<file path="src/rtl/fliu_pkg.sv">
// Purpose: Shared constants for the four level interrupt unit.
// Assumes: Byte-wide register port, one core clock of 200 MHz.
// Notes: Source numbers follow the fixed polling order, lowest number wins ties.
// What this block does
// - Thirteen sources, four levels, one request out.
// - Type bit picks falling edge or low level.
// - External event sets flag; enable gates it.
// - Edge mode flag cleared on vectoring.
// - Level mode flag follows pin, not cleared.
// - Timer flags request; cleared when vectored.
// - Serial request is transmit OR receive flag.
// - Serial flags never cleared by vectoring.
// - Each request gated by its own enable.
// - Primary enable: global, serial, timers, externals.
// - Extra enable: one bit per level pin.
// - Two priority bits give level zero to three.
// - Six priority pairs govern fixed source groups.
// - Equal level ties follow fixed polling order.
// - Standard sources use their fixed vectors.
// - Level pin sources use their fixed vectors.
// - Level pins active high, no capture latch.
package fliu_pkg;
	// ==========================================================
	// Register offsets.
	localparam logic [7:0] FLIU_OFS_EN_PRIMARY = 8'h00; // Primary enable register.
	localparam logic [7:0] FLIU_OFS_EN_EXTRA = 8'h01; // Level pin enable register.
	localparam logic [7:0] FLIU_OFS_PRIO_LOW = 8'h02; // Low priority bits.
	localparam logic [7:0] FLIU_OFS_PRIO_HIGH = 8'h03; // High priority bits.
	localparam logic [7:0] FLIU_OFS_EXT_CTRL = 8'h04; // Type bits and flags.
	localparam logic [7:0] FLIU_OFS_STATUS = 8'h05; // In-service and request state.
	// ==========================================================
	// Field positions.
	localparam int FLIU_BIT_GLOBAL_EN = 7; // Global enable in primary register.
	localparam int FLIU_BIT_SERIAL_EN = 4; // Serial enable.
	localparam int FLIU_BIT_T1_EN = 3; // Timer one enable.
	localparam int FLIU_BIT_X1_EN = 2; // External one enable.
	localparam int FLIU_BIT_T0_EN = 1; // Timer zero enable.
	localparam int FLIU_BIT_X0_EN = 0; // External zero enable.
	localparam int FLIU_BIT_TF1 = 7; // Timer one flag in control register.
	localparam int FLIU_BIT_TF0 = 5; // Timer zero flag.
	localparam int FLIU_BIT_XF1 = 3; // External one flag.
	localparam int FLIU_BIT_XT1 = 2; // External one type bit.
	localparam int FLIU_BIT_XF0 = 1; // External zero flag.
	localparam int FLIU_BIT_XT0 = 0; // External zero type bit.
	localparam logic [7:0] FLIU_EN_PRIMARY_MASK = 8'h9f; // Bits 6 and 5 read as zero.
	localparam logic [7:0] FLIU_PRIO_MASK = 8'h3f; // Bits 7 and 6 read as zero.
	// ==========================================================
	// Reset values.
	localparam logic [7:0] FLIU_RST_EN = 8'h00; // All sources masked.
	localparam logic [5:0] FLIU_RST_PRIO = 6'h00; // All groups at level zero.
	// ==========================================================
	// Sizes and timing.
	localparam int FLIU_NUM_SRC = 13; // Number of sources.
	localparam int FLIU_NUM_LVL = 4; // Number of priority levels.
	localparam real FLIU_MCYC_NS = 60.0; // One machine cycle in ns.
	localparam real FLIU_CLK_NS = 5.0; // Core clock period in ns.
	localparam int FLIU_MCYC_CLKS = int'(FLIU_MCYC_NS / FLIU_CLK_NS); // Clocks per cycle.
	// ==========================================================
	// Source numbers in polling order.
	typedef enum logic [3:0] {
		FLIU_SRC_X0 = 4'h0, FLIU_SRC_LA = 4'h1, FLIU_SRC_LB = 4'h2, FLIU_SRC_T0 = 4'h3,
		FLIU_SRC_LC = 4'h4, FLIU_SRC_X1 = 4'h5, FLIU_SRC_LD = 4'h6, FLIU_SRC_T1 = 4'h7,
		FLIU_SRC_LE = 4'h8, FLIU_SRC_SER = 4'h9, FLIU_SRC_LF = 4'ha, FLIU_SRC_LG = 4'hb,
		FLIU_SRC_LH = 4'hc
	} fliu_src_e;
	// Priority group of each source.
	function automatic logic [2:0] fliu_group(input logic [3:0] src);
		logic [2:0] g;
		g = 3'h0;
		unique case (src)
			4'h0, 4'h1, 4'h2: g = 3'h0;
			4'h3, 4'h4: g = 3'h1;
			4'h5, 4'h6: g = 3'h2;
			4'h7, 4'h8: g = 3'h3;
			4'h9, 4'ha: g = 3'h4;
			default: g = 3'h5;
		endcase
		return g;
	endfunction
	// Vector address of each source.
	function automatic logic [15:0] fliu_vector(input logic [3:0] src);
		logic [15:0] v;
		v = 16'h0000;
		unique case (src)
			4'h0: v = 16'h0003;
			4'h1: v = 16'h0083;
			4'h2: v = 16'h0043;
			4'h3: v = 16'h000b;
			4'h4: v = 16'h004b;
			4'h5: v = 16'h0013;
			4'h6: v = 16'h0053;
			4'h7: v = 16'h001b;
			4'h8: v = 16'h005b;
			4'h9: v = 16'h0023;
			4'ha: v = 16'h0063;
			4'hb: v = 16'h002b;
			default: v = 16'h006b;
		endcase
		return v;
	endfunction
endpackage

</file>
<file path="src/rtl/fliu_top.sv">
// Purpose: Interrupt service unit: flags, enables, priority, vector to CPU.
// Assumes: CPU pulses vec_ack when it takes the vector, ret_pulse on return.
// Notes: Timer and serial logic sit outside and feed pulses or flag levels.
`timescale 1ns/1ps
`default_nettype none
module fliu_top (
	input wire logic clk_sys,
	input wire logic nrst,
	// Register port.
	input wire logic [7:0] reg_addr,
	input wire logic [7:0] reg_wdata,
	input wire logic reg_wr,
	input wire logic reg_rd,
	output logic [7:0] reg_rdata,
	// External pins, asynchronous.
	input wire logic ext_pin_zero,
	input wire logic ext_pin_one,
	// Timer overflow pulses and serial flag levels.
	input wire logic timer_zero_ovf,
	input wire logic timer_one_ovf,
	input wire logic serial_tx_done_flag,
	input wire logic serial_rx_done_flag,
	// Level request pins from peripheral logic on this clock.
	input wire logic level_irq_a,
	input wire logic level_irq_b,
	input wire logic level_irq_c,
	input wire logic level_irq_d,
	input wire logic level_irq_e,
	input wire logic level_irq_f,
	input wire logic level_irq_g,
	input wire logic level_irq_h,
	// CPU sequencer side.
	input wire logic vec_ack,
	input wire logic ret_pulse,
	output logic irq_req,
	output logic [15:0] irq_vector
);
	import fliu_pkg::*;
	// ==========================================================
	// Registers and state.
	logic [7:0] en_primary_ff; // Primary enable register.
	logic [7:0] en_extra_ff; // Level pin enable register.
	logic [5:0] prio_low_ff; // Low priority bits.
	logic [5:0] prio_high_ff; // High priority bits.
	logic ext_zero_type_sel_ff; // One selects falling edge.
	logic ext_one_type_sel_ff; // One selects falling edge.
	logic ext_zero_req_flag_ff; // External zero flag.
	logic ext_one_req_flag_ff; // External one flag.
	logic timer_zero_ovf_flag_ff; // Timer zero flag.
	logic timer_one_ovf_flag_ff; // Timer one flag.
	logic [3:0] in_service_ff; // One bit per level being serviced.
	logic irq_req_ff; // Request to the CPU.
	logic [3:0] req_src_ff; // Source being presented.
	logic [1:0] req_lvl_ff; // Its level.
	logic [15:0] vector_ff; // Its vector.
	logic [7:0] rdata_ff; // Read data.
	logic [3:0] mcyc_cnt_ff; // Machine cycle divider.
	logic mcyc_en; // One pulse per machine cycle.
	logic x0_low, x0_fall, x1_low, x1_fall; // Pin detector results.
	logic [FLIU_NUM_SRC-1:0] raw_req; // Requests before enables.
	logic [FLIU_NUM_SRC-1:0] gated_req; // Requests after enables.
	logic win_valid;
	logic [3:0] win_src;
	logic [1:0] win_lvl;
	logic can_preempt; // Winner beats the running routine.
	logic taken; // CPU takes the presented vector this cycle.
	logic wr_ctrl; // Write to the external control register.
	logic [3:0] nxt_in_service; // Next in-service set.
	// ==========================================================
	// Machine cycle enable divider.
	always_ff @(posedge clk_sys) begin
		if (!nrst) begin
			mcyc_cnt_ff <= 4'h0;
		end else if (mcyc_cnt_ff == 4'(FLIU_MCYC_CLKS - 1)) begin
			mcyc_cnt_ff <= 4'h0;
		end else begin
			mcyc_cnt_ff <= mcyc_cnt_ff + 4'h1;
		end
	end
	assign mcyc_en = (mcyc_cnt_ff == 4'(FLIU_MCYC_CLKS - 1));
	// ==========================================================
	// Pin detectors for the two classic external pins.
	fliu_pin_detect u_pin_zero (
		.clk_sys(clk_sys),
		.nrst(nrst),
		.mcyc_en(mcyc_en),
		.pin(ext_pin_zero),
		.pin_low(x0_low),
		.fall_pulse(x0_fall)
	);
	fliu_pin_detect u_pin_one (
		.clk_sys(clk_sys),
		.nrst(nrst),
		.mcyc_en(mcyc_en),
		.pin(ext_pin_one),
		.pin_low(x1_low),
		.fall_pulse(x1_fall)
	);
	// ==========================================================
	// Register writes.
	assign wr_ctrl = reg_wr && reg_addr == FLIU_OFS_EXT_CTRL;
	assign taken = irq_req_ff && vec_ack;
	// Enable and priority registers.
	always_ff @(posedge clk_sys) begin
		if (!nrst) begin
			en_primary_ff <= FLIU_RST_EN;
			en_extra_ff <= FLIU_RST_EN;
			prio_low_ff <= FLIU_RST_PRIO;
			prio_high_ff <= FLIU_RST_PRIO;
		end else if (reg_wr) begin
			// Unused bits of the primary register never store.
			if (reg_addr == FLIU_OFS_EN_PRIMARY) begin
				en_primary_ff <= reg_wdata & FLIU_EN_PRIMARY_MASK;
			end
			if (reg_addr == FLIU_OFS_EN_EXTRA) begin
				en_extra_ff <= reg_wdata;
			end
			if (reg_addr == FLIU_OFS_PRIO_LOW) begin
				prio_low_ff <= reg_wdata[5:0];
			end
			if (reg_addr == FLIU_OFS_PRIO_HIGH) begin
				prio_high_ff <= reg_wdata[5:0];
			end
		end
	end
	// Type selection bits.
	always_ff @(posedge clk_sys) begin
		if (!nrst) begin
			ext_zero_type_sel_ff <= 1'b0;
			ext_one_type_sel_ff <= 1'b0;
		end else if (wr_ctrl) begin
			ext_zero_type_sel_ff <= reg_wdata[FLIU_BIT_XT0];
			ext_one_type_sel_ff <= reg_wdata[FLIU_BIT_XT1];
		end
	end
	// ==========================================================
	// External flags: edge mode latches, level mode follows the pin.
	// A new edge in the same cycle as a clear keeps the flag set.
	always_ff @(posedge clk_sys) begin
		if (!nrst) begin
			ext_zero_req_flag_ff <= 1'b0;
			ext_one_req_flag_ff <= 1'b0;
		end else begin
			if (!ext_zero_type_sel_ff) begin
				ext_zero_req_flag_ff <= x0_low;
			end else if (x0_fall) begin
				ext_zero_req_flag_ff <= 1'b1;
			end else if (taken && req_src_ff == FLIU_SRC_X0) begin
				ext_zero_req_flag_ff <= 1'b0;
			end else if (wr_ctrl) begin
				ext_zero_req_flag_ff <= reg_wdata[FLIU_BIT_XF0];
			end
			if (!ext_one_type_sel_ff) begin
				ext_one_req_flag_ff <= x1_low;
			end else if (x1_fall) begin
				ext_one_req_flag_ff <= 1'b1;
			end else if (taken && req_src_ff == FLIU_SRC_X1) begin
				ext_one_req_flag_ff <= 1'b0;
			end else if (wr_ctrl) begin
				ext_one_req_flag_ff <= reg_wdata[FLIU_BIT_XF1];
			end
		end
	end
	// ==========================================================
	// Timer flags: set by overflow, cleared by vectoring or software.
	always_ff @(posedge clk_sys) begin
		if (!nrst) begin
			timer_zero_ovf_flag_ff <= 1'b0;
			timer_one_ovf_flag_ff <= 1'b0;
		end else begin
			if (timer_zero_ovf) begin
				timer_zero_ovf_flag_ff <= 1'b1;
			end else if (taken && req_src_ff == FLIU_SRC_T0) begin
				timer_zero_ovf_flag_ff <= 1'b0;
			end else if (wr_ctrl) begin
				timer_zero_ovf_flag_ff <= reg_wdata[FLIU_BIT_TF0];
			end
			if (timer_one_ovf) begin
				timer_one_ovf_flag_ff <= 1'b1;
			end else if (taken && req_src_ff == FLIU_SRC_T1) begin
				timer_one_ovf_flag_ff <= 1'b0;
			end else if (wr_ctrl) begin
				timer_one_ovf_flag_ff <= reg_wdata[FLIU_BIT_TF1];
			end
		end
	end
	// ==========================================================
	// Request gathering; serial flags are only read, never cleared here.
	always_comb begin
		raw_req = '0;
		raw_req[FLIU_SRC_X0] = ext_zero_req_flag_ff;
		raw_req[FLIU_SRC_LA] = level_irq_a;
		raw_req[FLIU_SRC_LB] = level_irq_b;
		raw_req[FLIU_SRC_T0] = timer_zero_ovf_flag_ff;
		raw_req[FLIU_SRC_LC] = level_irq_c;
		raw_req[FLIU_SRC_X1] = ext_one_req_flag_ff;
		raw_req[FLIU_SRC_LD] = level_irq_d;
		raw_req[FLIU_SRC_T1] = timer_one_ovf_flag_ff;
		raw_req[FLIU_SRC_LE] = level_irq_e;
		raw_req[FLIU_SRC_SER] = serial_tx_done_flag | serial_rx_done_flag;
		raw_req[FLIU_SRC_LF] = level_irq_f;
		raw_req[FLIU_SRC_LG] = level_irq_g;
		raw_req[FLIU_SRC_LH] = level_irq_h;
	end
	// Per-source enables, then the global enable over all.
	always_comb begin
		gated_req = raw_req;
		gated_req[FLIU_SRC_X0] = raw_req[FLIU_SRC_X0] & en_primary_ff[FLIU_BIT_X0_EN];
		gated_req[FLIU_SRC_T0] = raw_req[FLIU_SRC_T0] & en_primary_ff[FLIU_BIT_T0_EN];
		gated_req[FLIU_SRC_X1] = raw_req[FLIU_SRC_X1] & en_primary_ff[FLIU_BIT_X1_EN];
		gated_req[FLIU_SRC_T1] = raw_req[FLIU_SRC_T1] & en_primary_ff[FLIU_BIT_T1_EN];
		gated_req[FLIU_SRC_SER] = raw_req[FLIU_SRC_SER] & en_primary_ff[FLIU_BIT_SERIAL_EN];
		gated_req[FLIU_SRC_LA] = raw_req[FLIU_SRC_LA] & en_extra_ff[0];
		gated_req[FLIU_SRC_LB] = raw_req[FLIU_SRC_LB] & en_extra_ff[1];
		gated_req[FLIU_SRC_LC] = raw_req[FLIU_SRC_LC] & en_extra_ff[2];
		gated_req[FLIU_SRC_LD] = raw_req[FLIU_SRC_LD] & en_extra_ff[3];
		gated_req[FLIU_SRC_LE] = raw_req[FLIU_SRC_LE] & en_extra_ff[4];
		gated_req[FLIU_SRC_LF] = raw_req[FLIU_SRC_LF] & en_extra_ff[5];
		gated_req[FLIU_SRC_LG] = raw_req[FLIU_SRC_LG] & en_extra_ff[6];
		gated_req[FLIU_SRC_LH] = raw_req[FLIU_SRC_LH] & en_extra_ff[7];
		if (!en_primary_ff[FLIU_BIT_GLOBAL_EN]) begin
			gated_req = '0;
		end
	end
	// ==========================================================
	// Arbitration across the four levels.
	fliu_arbiter u_arb (
		.req(gated_req),
		.prio_low(prio_low_ff),
		.prio_high(prio_high_ff),
		.win_valid(win_valid),
		.win_src(win_src),
		.win_lvl(win_lvl)
	);
	// Winner must be strictly above every level now in service.
	always_comb begin
		can_preempt = 1'b1;
		for (int l = 0; l < FLIU_NUM_LVL; l++) begin
			if (in_service_ff[l] && win_lvl <= 2'(l)) begin
				can_preempt = 1'b0;
			end
		end
	end
	// ==========================================================
	// Request and vector to the CPU; dropped for one cycle after each take.
	always_ff @(posedge clk_sys) begin
		if (!nrst) begin
			irq_req_ff <= 1'b0;
			req_src_ff <= 4'h0;
			req_lvl_ff <= 2'h0;
			vector_ff <= 16'h0000;
		end else begin
			irq_req_ff <= win_valid && can_preempt && !taken;
			req_src_ff <= win_src;
			req_lvl_ff <= win_lvl;
			vector_ff <= fliu_vector(win_src);
		end
	end
	// In-service levels: return clears the highest, take sets its level.
	// Popping first lets a return and a take in one cycle keep the new level.
	always_comb begin
		nxt_in_service = in_service_ff;
		if (ret_pulse) begin
			if (in_service_ff[3]) begin
				nxt_in_service[3] = 1'b0;
			end else if (in_service_ff[2]) begin
				nxt_in_service[2] = 1'b0;
			end else if (in_service_ff[1]) begin
				nxt_in_service[1] = 1'b0;
			end else begin
				nxt_in_service[0] = 1'b0;
			end
		end
		if (taken) begin
			nxt_in_service[req_lvl_ff] = 1'b1;
		end
	end
	// In-service register.
	always_ff @(posedge clk_sys) begin
		if (!nrst) begin
			in_service_ff <= 4'h0;
		end else begin
			in_service_ff <= nxt_in_service;
		end
	end
	assign irq_req = irq_req_ff;
	assign irq_vector = vector_ff;
	// ==========================================================
	// Read data one cycle after the strobe; unmapped reads give zero.
	always_ff @(posedge clk_sys) begin
		if (!nrst) begin
			rdata_ff <= 8'h00;
		end else if (reg_rd) begin
			unique case (reg_addr)
				FLIU_OFS_EN_PRIMARY: rdata_ff <= en_primary_ff;
				FLIU_OFS_EN_EXTRA: rdata_ff <= en_extra_ff;
				FLIU_OFS_PRIO_LOW: rdata_ff <= {2'b00, prio_low_ff};
				FLIU_OFS_PRIO_HIGH: rdata_ff <= {2'b00, prio_high_ff};
				FLIU_OFS_EXT_CTRL: rdata_ff <= {timer_one_ovf_flag_ff, 1'b0,
					timer_zero_ovf_flag_ff, 1'b0, ext_one_req_flag_ff,
					ext_one_type_sel_ff, ext_zero_req_flag_ff, ext_zero_type_sel_ff};
				FLIU_OFS_STATUS: rdata_ff <= {3'b000, irq_req_ff, in_service_ff};
				default: rdata_ff <= 8'h00;
			endcase
		end else begin
			rdata_ff <= 8'h00;
		end
	end
	assign reg_rdata = rdata_ff;
endmodule
`default_nettype wire

</file>
<file path="src/rtl/fliu_pin_detect.sv">
// Purpose: Synchronise one external pin and find falling edges per machine cycle.
// Assumes: Pin is asynchronous; mcyc_en is a one-clock pulse.
// Notes: Edge is seen only between two machine-cycle samples.
`timescale 1ns/1ps
`default_nettype none
module fliu_pin_detect (
	input wire logic clk_sys,
	input wire logic nrst,
	input wire logic mcyc_en,
	input wire logic pin,
	output logic pin_low,
	output logic fall_pulse
);
	// ==========================================================
	// Two-stage synchroniser; first stage feeds only the second.
	logic meta_ff; // First stage.
	logic sync_ff; // Second stage.
	logic samp_ff; // Level at the previous machine cycle.
	// Synchroniser chain.
	always_ff @(posedge clk_sys) begin
		if (!nrst) begin
			meta_ff <= 1'b1;
			sync_ff <= 1'b1;
		end else begin
			meta_ff <= pin;
			sync_ff <= meta_ff;
		end
	end
	// Sampling only once per machine cycle is why the driver must hold each level that long.
	always_ff @(posedge clk_sys) begin
		if (!nrst) begin
			samp_ff <= 1'b1;
		end else if (mcyc_en) begin
			samp_ff <= sync_ff;
		end
	end
	// A fall is high at the last sample and low now.
	assign fall_pulse = mcyc_en & samp_ff & ~sync_ff;
	assign pin_low = ~sync_ff;
endmodule
`default_nettype wire

</file>
<file path="src/rtl/fliu_arbiter.sv">
// Purpose: Pick the highest-level request, ties by polling order.
// Assumes: Requests are already gated by their enables.
// Notes: Purely combinational.
`timescale 1ns/1ps
`default_nettype none
module fliu_arbiter (
	input wire logic [fliu_pkg::FLIU_NUM_SRC-1:0] req,
	input wire logic [5:0] prio_low,
	input wire logic [5:0] prio_high,
	output logic win_valid,
	output logic [3:0] win_src,
	output logic [1:0] win_lvl
);
	import fliu_pkg::*;
	// ==========================================================
	// One pass over sources in polling order, keeping the highest level seen.
	always_comb begin
		logic [2:0] g;
		logic [1:0] lv;
		// Loop temporaries start defined so no latch is inferred for them.
		g = 3'h0;
		lv = 2'h0;
		win_valid = 1'b0;
		win_src = 4'h0;
		win_lvl = 2'h0;
		for (int i = 0; i < FLIU_NUM_SRC; i++) begin
			g = fliu_group(4'(i));
			lv = {prio_high[g], prio_low[g]};
			// Strictly higher level replaces; equal keeps the earlier source.
			if (req[i] && (!win_valid || lv > win_lvl)) begin
				win_valid = 1'b1;
				win_src = 4'(i);
				win_lvl = lv;
			end
		end
	end
endmodule
`default_nettype wire

</file>
<file path="config.mk">
export PLATFORM = sky130hd
export DESIGN_NAME = fliu_top
export DESIGN_NICKNAME = d
export VERILOG_FILES = /design/src/rtl/fliu_pkg.sv /design/src/rtl/fliu_top.sv /design/src/rtl/fliu_pin_detect.sv /design/src/rtl/fliu_arbiter.sv
export SDC_FILE = /design/constraint.sdc
export NUM_CORES = 1
export LEC_CHECK = 0
export BUFFER_PORTS_ARGS = -buffer_cell sky130_fd_sc_hd__buf_2
export CAP_MARGIN = 20
export CELL_PAD_IN_SITES_DETAIL_PLACEMENT = 1
export CELL_PAD_IN_SITES_GLOBAL_PLACEMENT = 1
export CORE_AREA = 2 2 100 102
export DETAILED_ROUTE_END_ITERATION = 7
export DIE_AREA = 0 0 102 104
export PLACE_DENSITY = 0.91
export RECOVER_POWER = 25
export SLEW_MARGIN = 20
export SYNTH_ARGS = -nofsm -noshare
export SYNTH_HDL_FRONTEND = slang
export SYNTH_SLANG_ARGS = --single-unit
</file>
<file path="constraint.sdc">
create_clock -name clk_sys -period 26.7 [get_ports clk_sys]
set_input_delay 5.34 -clock clk_sys [delete_from_list [all_inputs] [get_ports clk_sys]]
set_output_delay 5.34 -clock clk_sys [all_outputs]
set_load 0.01 [all_outputs]
</file>
==> impl_results.md, run 1 <==
* Crit-path slowest cell: a311oi_2
* First-pass DRT Iterations at 5
* PostCTS Resize Cnt at 0
* Fin crit share at 0.732
* Count leader, synth: dfxtp_1
* Syn Inst Count at around 500
* Number of global-route vias before repair at between 4000 and 5000
* Yosys reg bits at between 60 and 70
* Fin. max-slew vios at 60
* Met3 WL at 554 um
* Reg clk slew, reported paths at ~0.08 ns
* Synth-to-layout area growth at 12.8%
* WP data arrival at slightly below 20 ns
* # diodes at 0
* GRT overflow at 0
* Pwr dens at between 40 and 50 nW/um^2
* Routed wire length at 13.3 mm
* CORE AREA at 9550 um^2
* Post-Route Skew at 0.00702 ns
* CTS tree: yes
* Maximum VDD drop at 0.0000436 V
* Clock Tree Root: clkbuf_8
* Top Layer Used: met4
* RSZ-0062 raised after global routing: no
* Max Fclk at a little over 0.05 GHz
* WL per Instance at between 15 and 20 um
* Non-filler instance count after layout at a little under 700
* Multi-input gate area at approximately 2600 um^2
* Hold Path Class: flop to flop
* Setup slack at placement at approximately 7.1 ns
* Post-synth top flop: dfxtp_1
* Final Core Density at 0.493
* Post-CTS setup buffers at 0
* Post-synth EDFFs at 0
* DRT iter0 DRCs at 244
* Share of layout cells above drive strength 1 at 0.161
* Top cells by instance count after synthesis: 67 x dfxtp_1, 47 x nor2_1, 43 x nand2_1
* Placer Congestion at approximately 0.94
* CP required at between 20 and 30 ns
* Largest net degree at the start of global routing at 60
* Fin area at 4710 um^2
* Htree depth at 3
* Clock latency on the worst-skew pair at 0.35 ns
* I/O Buffers at 51
* Post-route DRC at 0
* Top-area cell type share of the netlist area at 0.321
* Vias at roughly 4000
* Synthesized area per cell at 8.43 um^2
* Global Route Usage Sum at 0.256
* Final worst slack at about 7 ns
* Clock Sinks at 67
* Setup tns final at 0 ns
* Total area of sequential cells at 1340 um^2
* CTS Buffer Depth at 2
* Site row count at 36
* Die H at between 100 and 150 um
* Ys async rst share at 0
* Delay of the slowest cell on the worst path at between 0.5 and 0.6 ns
* Post-DP HPWL at about 9.4 mm
* Inst Count DP at around 660
* Vias per Instance at a little under 6
* CP Capture Type: flop
* Nets@finish at 595
* Warnings from Yosys at 0
* Max_cap viols at 1
* Die ar. at about 11000 um^2
* Area of the mapped netlist at around 4200 um^2
* Wl on met1 at around 5.4 mm
* Lkg Pwr at between 2 and 2.5 nW
* Fillers at approximately 1200
* Design Power at between 0.2 and 0.25 mW
* Fin. Hold Viols at 0
* Relative slew slack at -0.420
* Hold_buf cts at 0
* Status: finished with violations
* Post-synth top area cell: dfxtp_1
* Final setup violation count at 0
* Top Ports at 61
* Least-Margin Pin Slew at 2.13 ns
* Post-DP Area at 4500 um^2
* Largest cells by area after synthesis: dfxtp_1 32%, mux2i_1 10%, nor2b_1 5.7%
* Failing checks: max-capacitance violations, max-slew violations
* Minimum clock period at 19.54 ns
* Worst Path Max Fanout at 10
* Initial antenna violation count at 0
* WL met2 at 6.95 mm
* Antenna-violating nets left at 0
* CP Class: input port to flop
* CP Launch Type: input port
* WHS at between 0.4 and 0.5 ns
* Initial core utilization at 0.437
* Die width at around 100 um
* Sequential area share after synthesis at 0.321
* Total CTS buffers at 9
* Global-route wire length before repair at around 21 mm
* Cell variety after synth at 73
==> placed cells by master (no fill, tap or decap), types with 8 or more instances in the layout <==
cell | Yosys | final
ha_1 | 18 | 18
nor2b_1 | 38 | 38
mux2i_1 | 42 | 42
nor2_1 | 47 | 47
nor3_1 | 10 | 10
inv_1 | 21 | 21
nand3_1 | 21 | 21
clkbuf_8 | 0 | 10
o21ai_0 | 16 | 16
buf_2 | 2 | 46
dfxtp_1 | 67 | 67
conb_1 | 1 | 9
o21a_1 | 8 | 8
nand2_1 | 43 | 43
a21oi_1 | 16 | 16
==> cells by family (layout without fill, tap and decap cells) <==
kind of cell	Yosys count	count (layout)	synth area share
simple gates	202	202	0.242
compound gates	112	112	0.213
flops	67	67	0.321
buf+inv	48	90	0.0527
mux	45	45	0.111
fa+ha+maj	19	19	0.0566
other cells	1	9	0.000898
xor+xnor	1	1	0.00210
==> sequential cells by signal, summed over array words and instances (netlist names), 2 cells and up <==
name / cells
prio_low_ff: 6
in_service_ff: 4
en_extra_ff: 8
reg_rdata: 8
prio_high_ff: 6
en_primary_ff: 6
req_src_ff: 4
req_lvl_ff: 2
mcyc_cnt_ff: 4
irq_vector: 6
==> per-layer routing <==
layer,up-vias,global-route usage
met5,-,0
met4,0,0.0886
met3,29,0.0464
met2,127,0.457
met1,1976,0.302
li1,1857,-
==> power breakdown <==
group | total, mW | internal [mW] | switching [mW] | leakage (nW)
Clock | 0.0938 | 0.0546 | 0.0392 | 0.102
Sequential | 0.102 | 0.101 | 0.00118 | 0.542
Combinational | 0.0116 | 0.00466 | 0.00691 | 1.36
Total | 0.208 | 0.160 | 0.0473 | 2.00
==> path summary, 6_finish.rpt <==
path,start,end,slack [ns],cells past startpoint
worst max-delay path,level_irq_a,irq_req,7.16,65
worst min-delay path,u_pin_zero.meta_ff,u_pin_zero.sync_ff,0.41,1
worst max register to register,en_primary_ff[0],irq_req,11.82,64
worst min register to register,u_pin_zero.meta_ff,u_pin_zero.sync_ff,0.41,1
==> critical path: cells and delay by family <==
kind                     cells  cell delay, ns
AND/OR/NAND/NOR             22            3.79
adder cells (fa/ha/maj)     11            3.04
multiplexers                 3            1.09
buffers and inverters        1            0.13
AO/OA/AOI/OAI               28            6.39
==> final cells by class <==
| type | count | share of cell area |
|---|---|---|
| clock buffers | 11 | 0.0300 |
| inverters | 22 | 0.0175 |
| repair buffers | 53 | 0.0552 |
| flip-flops and latches | 67 | 0.285 |
| well taps | 133 | 0.0353 |
| clock inverters | 4 | 0.0159 |
| multi-input cells | 388 | 0.561 |
Power figures use the tool's default switching activity.
==> run 2, diff against run 1 <==
--- a/config.mk
+++ b/config.mk
@@ -9,10 +9,10 @@
 export CAP_MARGIN = 20
 export CELL_PAD_IN_SITES_DETAIL_PLACEMENT = 1
 export CELL_PAD_IN_SITES_GLOBAL_PLACEMENT = 1
-export CORE_AREA = 2 2 100 102
+export CORE_AREA = 2 2 107 109
 export DETAILED_ROUTE_END_ITERATION = 7
-export DIE_AREA = 0 0 102 104
-export PLACE_DENSITY = 0.91
+export DIE_AREA = 0 0 109 111
+export PLACE_DENSITY = 0.85
 export RECOVER_POWER = 25
 export SLEW_MARGIN = 20
 export SYNTH_ARGS = -nofsm -noshare
==> constraint.sdc (replaced) <==
create_clock -name clk_sys -period 16.57 [get_ports clk_sys]
set_input_delay 3.314 -clock clk_sys [delete_from_list [all_inputs] [get_ports clk_sys]]
set_output_delay 3.314 -clock clk_sys [all_outputs]
set_load 0.01 [all_outputs]
==> run 2 against run 1 <==
  * The run still ends with max-capacitance violations, max-slew violations left
  * Highest routed layer unchanged
  * Register-to-register slack worse by 8.5 ns
  * Hold slack lost 0.0014 ns
  * Total power increased by 100%
  * Cell count grew 4.6%
  * Count of clock-buffer cells in the layout shrank 2
  * Combinational power is 60% higher
  * Clock power increased by 150%
  * First-iteration DRC count rose by 23%
  * Die area increased by 14%
  * Largest power group is now the clock network
  * Setup slack lost 6.5 ns
==> impl_results.md, run 2 (same netlist as run 1, synthesis figures left out) <==
* Setup slack at placement at -0.566 ns (was 7.12 ns)
* Vias at 4044 (was 3989)
* Vias per Instance at 5.70 (was 5.88)
* Die H at 111 um (was 104 um)
* Fin crit share at 0.958
* Total CTS buffers at 9 (unchanged)
* DRT iter0 DRCs at 299 (was 244)
* Relative slew slack at -0.461 (was -0.420)
* Design Power at 0.418 mW (was 0.208 mW)
* Die ar. at 12100 um^2 (was 10600 um^2)
* Clock Tree Root: clkbuf_16 (was clkbuf_8)
* Global Route Usage Sum at 0.218 (was 0.256)
* Largest net degree at the start of global routing at 60 (unchanged)
* Nets@finish at 615 (was 595)
* Most common cell after layout, fill and taps aside: dfxtp_1 (unchanged)
* Initial core utilization at 0.377 (was 0.437)
* Fin. Hold Viols at 0 (unchanged)
* Number of global-route vias before repair at 4282 (was 4127)
* Pwr dens at 81.7 nW/um^2 (was 44.1 nW/um^2)
* Post-DP HPWL at 9.61 mm (was 9.42 mm)
* CP Launch Type: input port (unchanged)
* Post-Route Skew at 0.00517 ns (was 0.00702 ns)
* Inst Count DP at 684 (was 663)
* Fin area at 5110 um^2 (was 4710 um^2)
* Routed wire length at 13.2 mm (was 13.3 mm)
* Top Ports at 61 (unchanged)
* Antenna-violating nets left at 0 (unchanged)
* WHS at 0.408 ns (was 0.410 ns)
* Initial antenna violation count at 0 (unchanged)
* Worst Path Max Fanout at 5 (was 10)
* Synth-to-layout area growth at 22.5% (was 12.8%)
* Most Frequent Cell on Critical Path: ha_1
* Maximum VDD drop at 0.0000812 V (was 0.0000436 V)
* Commonest cells after routing, fill and taps aside: 67 x dfxtp_1, 44 x nor2_1, 43 x nand2_1, 43 x buf_2, 42 x mux2i_1 (was 67 x dfxtp_1, 47 x nor2_1, 46 x buf_2)
* Global-route wire length before repair at 20.7 mm (was 21.2 mm)
* Fin. max-slew vios at 60 (unchanged)
* CTS tree: yes (unchanged)
* CORE AREA at 11100 um^2 (was 9550 um^2)
* Clock latency on the worst-skew pair at 0.34 ns (was 0.35 ns)
* Htree depth at 3 (unchanged)
* CP Capture Type: flop (unchanged)
* First-pass DRT Iterations at 5 (unchanged)
* Post-DP Area at 4600 um^2 (was 4500 um^2)
* Delay of the slowest cell on the worst path at 0.52 ns (was 0.51 ns)
* Lkg Pwr at 2.18 nW (was 2.00 nW)
* Hold_buf cts at 0 (unchanged)
* I/O Buffers at 51 (unchanged)
* # diodes at 0 (unchanged)
* Least-Margin Pin Slew at 2.19 ns (was 2.13 ns)
* Hold Path Class: flop to flop (unchanged)
* Failing checks: max-capacitance violations, max-slew violations (unchanged)
* GRT overflow at 0 (unchanged)
* Status: finished with violations (unchanged)
* Share of layout cells above drive strength 1 at 0.210 (was 0.161)
* Final worst slack at 0.697 ns (was 7.16 ns)
* Final setup violation count at 0 (unchanged)
* Placer Congestion at 0.869 (was 0.943)
* Post-route DRC at 0 (unchanged)
* Clock Sinks at 67 (unchanged)
* Site row count at 39 (was 36)
* Final Core Density at 0.462 (was 0.493)
* Non-filler instance count after layout at 709 (was 678)
* WP data arrival at 16.12 ns (was 19.81 ns)
* Minimum clock period at roughly 16 ns
* Crit-path slowest cell: o41a_4 (was a311oi_2)
* Setup tns final at 0 ns (unchanged)
* CTS Buffer Depth at 2 (unchanged)
* Max_cap viols at 1 (unchanged)
* Max Fclk at 0.0630 GHz
* Reg clk slew, reported paths at 0.06 ns (was 0.08 ns)
* CP required at 16.82 ns (was 26.97 ns)
* WL per Instance at 18.7 um (was 19.6 um)
* Die width at 109 um (was 102 um)
* CP Class: input port to flop (unchanged)
-- run 2: cell count changes in the layout (fill, tap and decap cells not counted), moves of 3 or more --
cell	change
buf_2	-3
buf_4	+21
clkbuf_16	+9
clkbuf_8	-10
nor2_1	-3
o21ai_0	-3
-- run 2: cell type report --
class	instances	area [um^2]
Sequential cell	67	1340
Clock buffer	9	225
Multi-Input combinational cell	388	2740
Timing Repair Buffer	73	410
Clock inverter	7	140
Inverter	22	82.6
Tap cell	143	179
Fill cell	1316	5960
-- run 2: worst max-delay path: cells and delay by family --
kind | cells | cell delay (ns)
compound gates | 29 | 5.47
mux | 3 | 0.95
fa+ha+maj | 11 | 2.96
buf+inv | 2 | 0.18
simple gates | 21 | 3.25
-- run 2: per-layer routing --
layer | up-vias | share of wire | track usage
met4 | 0 | 0.025 | 0.0778
li1 | 1904 | - | -
met3 | 30 | 0.050 | 0.0335
met1 | 2005 | 0.41 | 0.259
met2 | 105 | 0.52 | 0.390
met5 | - | 0 | 0
-- run 2: worst paths after layout --
check                          start                  to  slack [ns]  cells after the start
hold reg to reg   u_pin_zero.meta_ff  u_pin_zero.sync_ff        0.41                      1
setup reg to reg    en_primary_ff[0]             irq_req        3.36                     65
setup / recovery         level_irq_a             irq_req        0.70                     66
hold / removal    u_pin_zero.meta_ff  u_pin_zero.sync_ff        0.41                      1
-- run 2: repair_timing --
action,4_1_cts,5_1_grt
resized for setup,6,13
cloned,0,0
buffers inserted,2,7
endpoints found under the setup margin,6,12
pin swaps,3,8
-- run 2: report_power, final --
| group | internal (mW) | switching (mW) | total, mW |
|---|---|---|---|
| logic | 0.00745 | 0.0112 | 0.0186 |
| clock network | 0.162 | 0.0724 | 0.234 |
| registers | 0.163 | 0.00194 | 0.165 |
| total | 0.332 | 0.0855 | 0.418 |
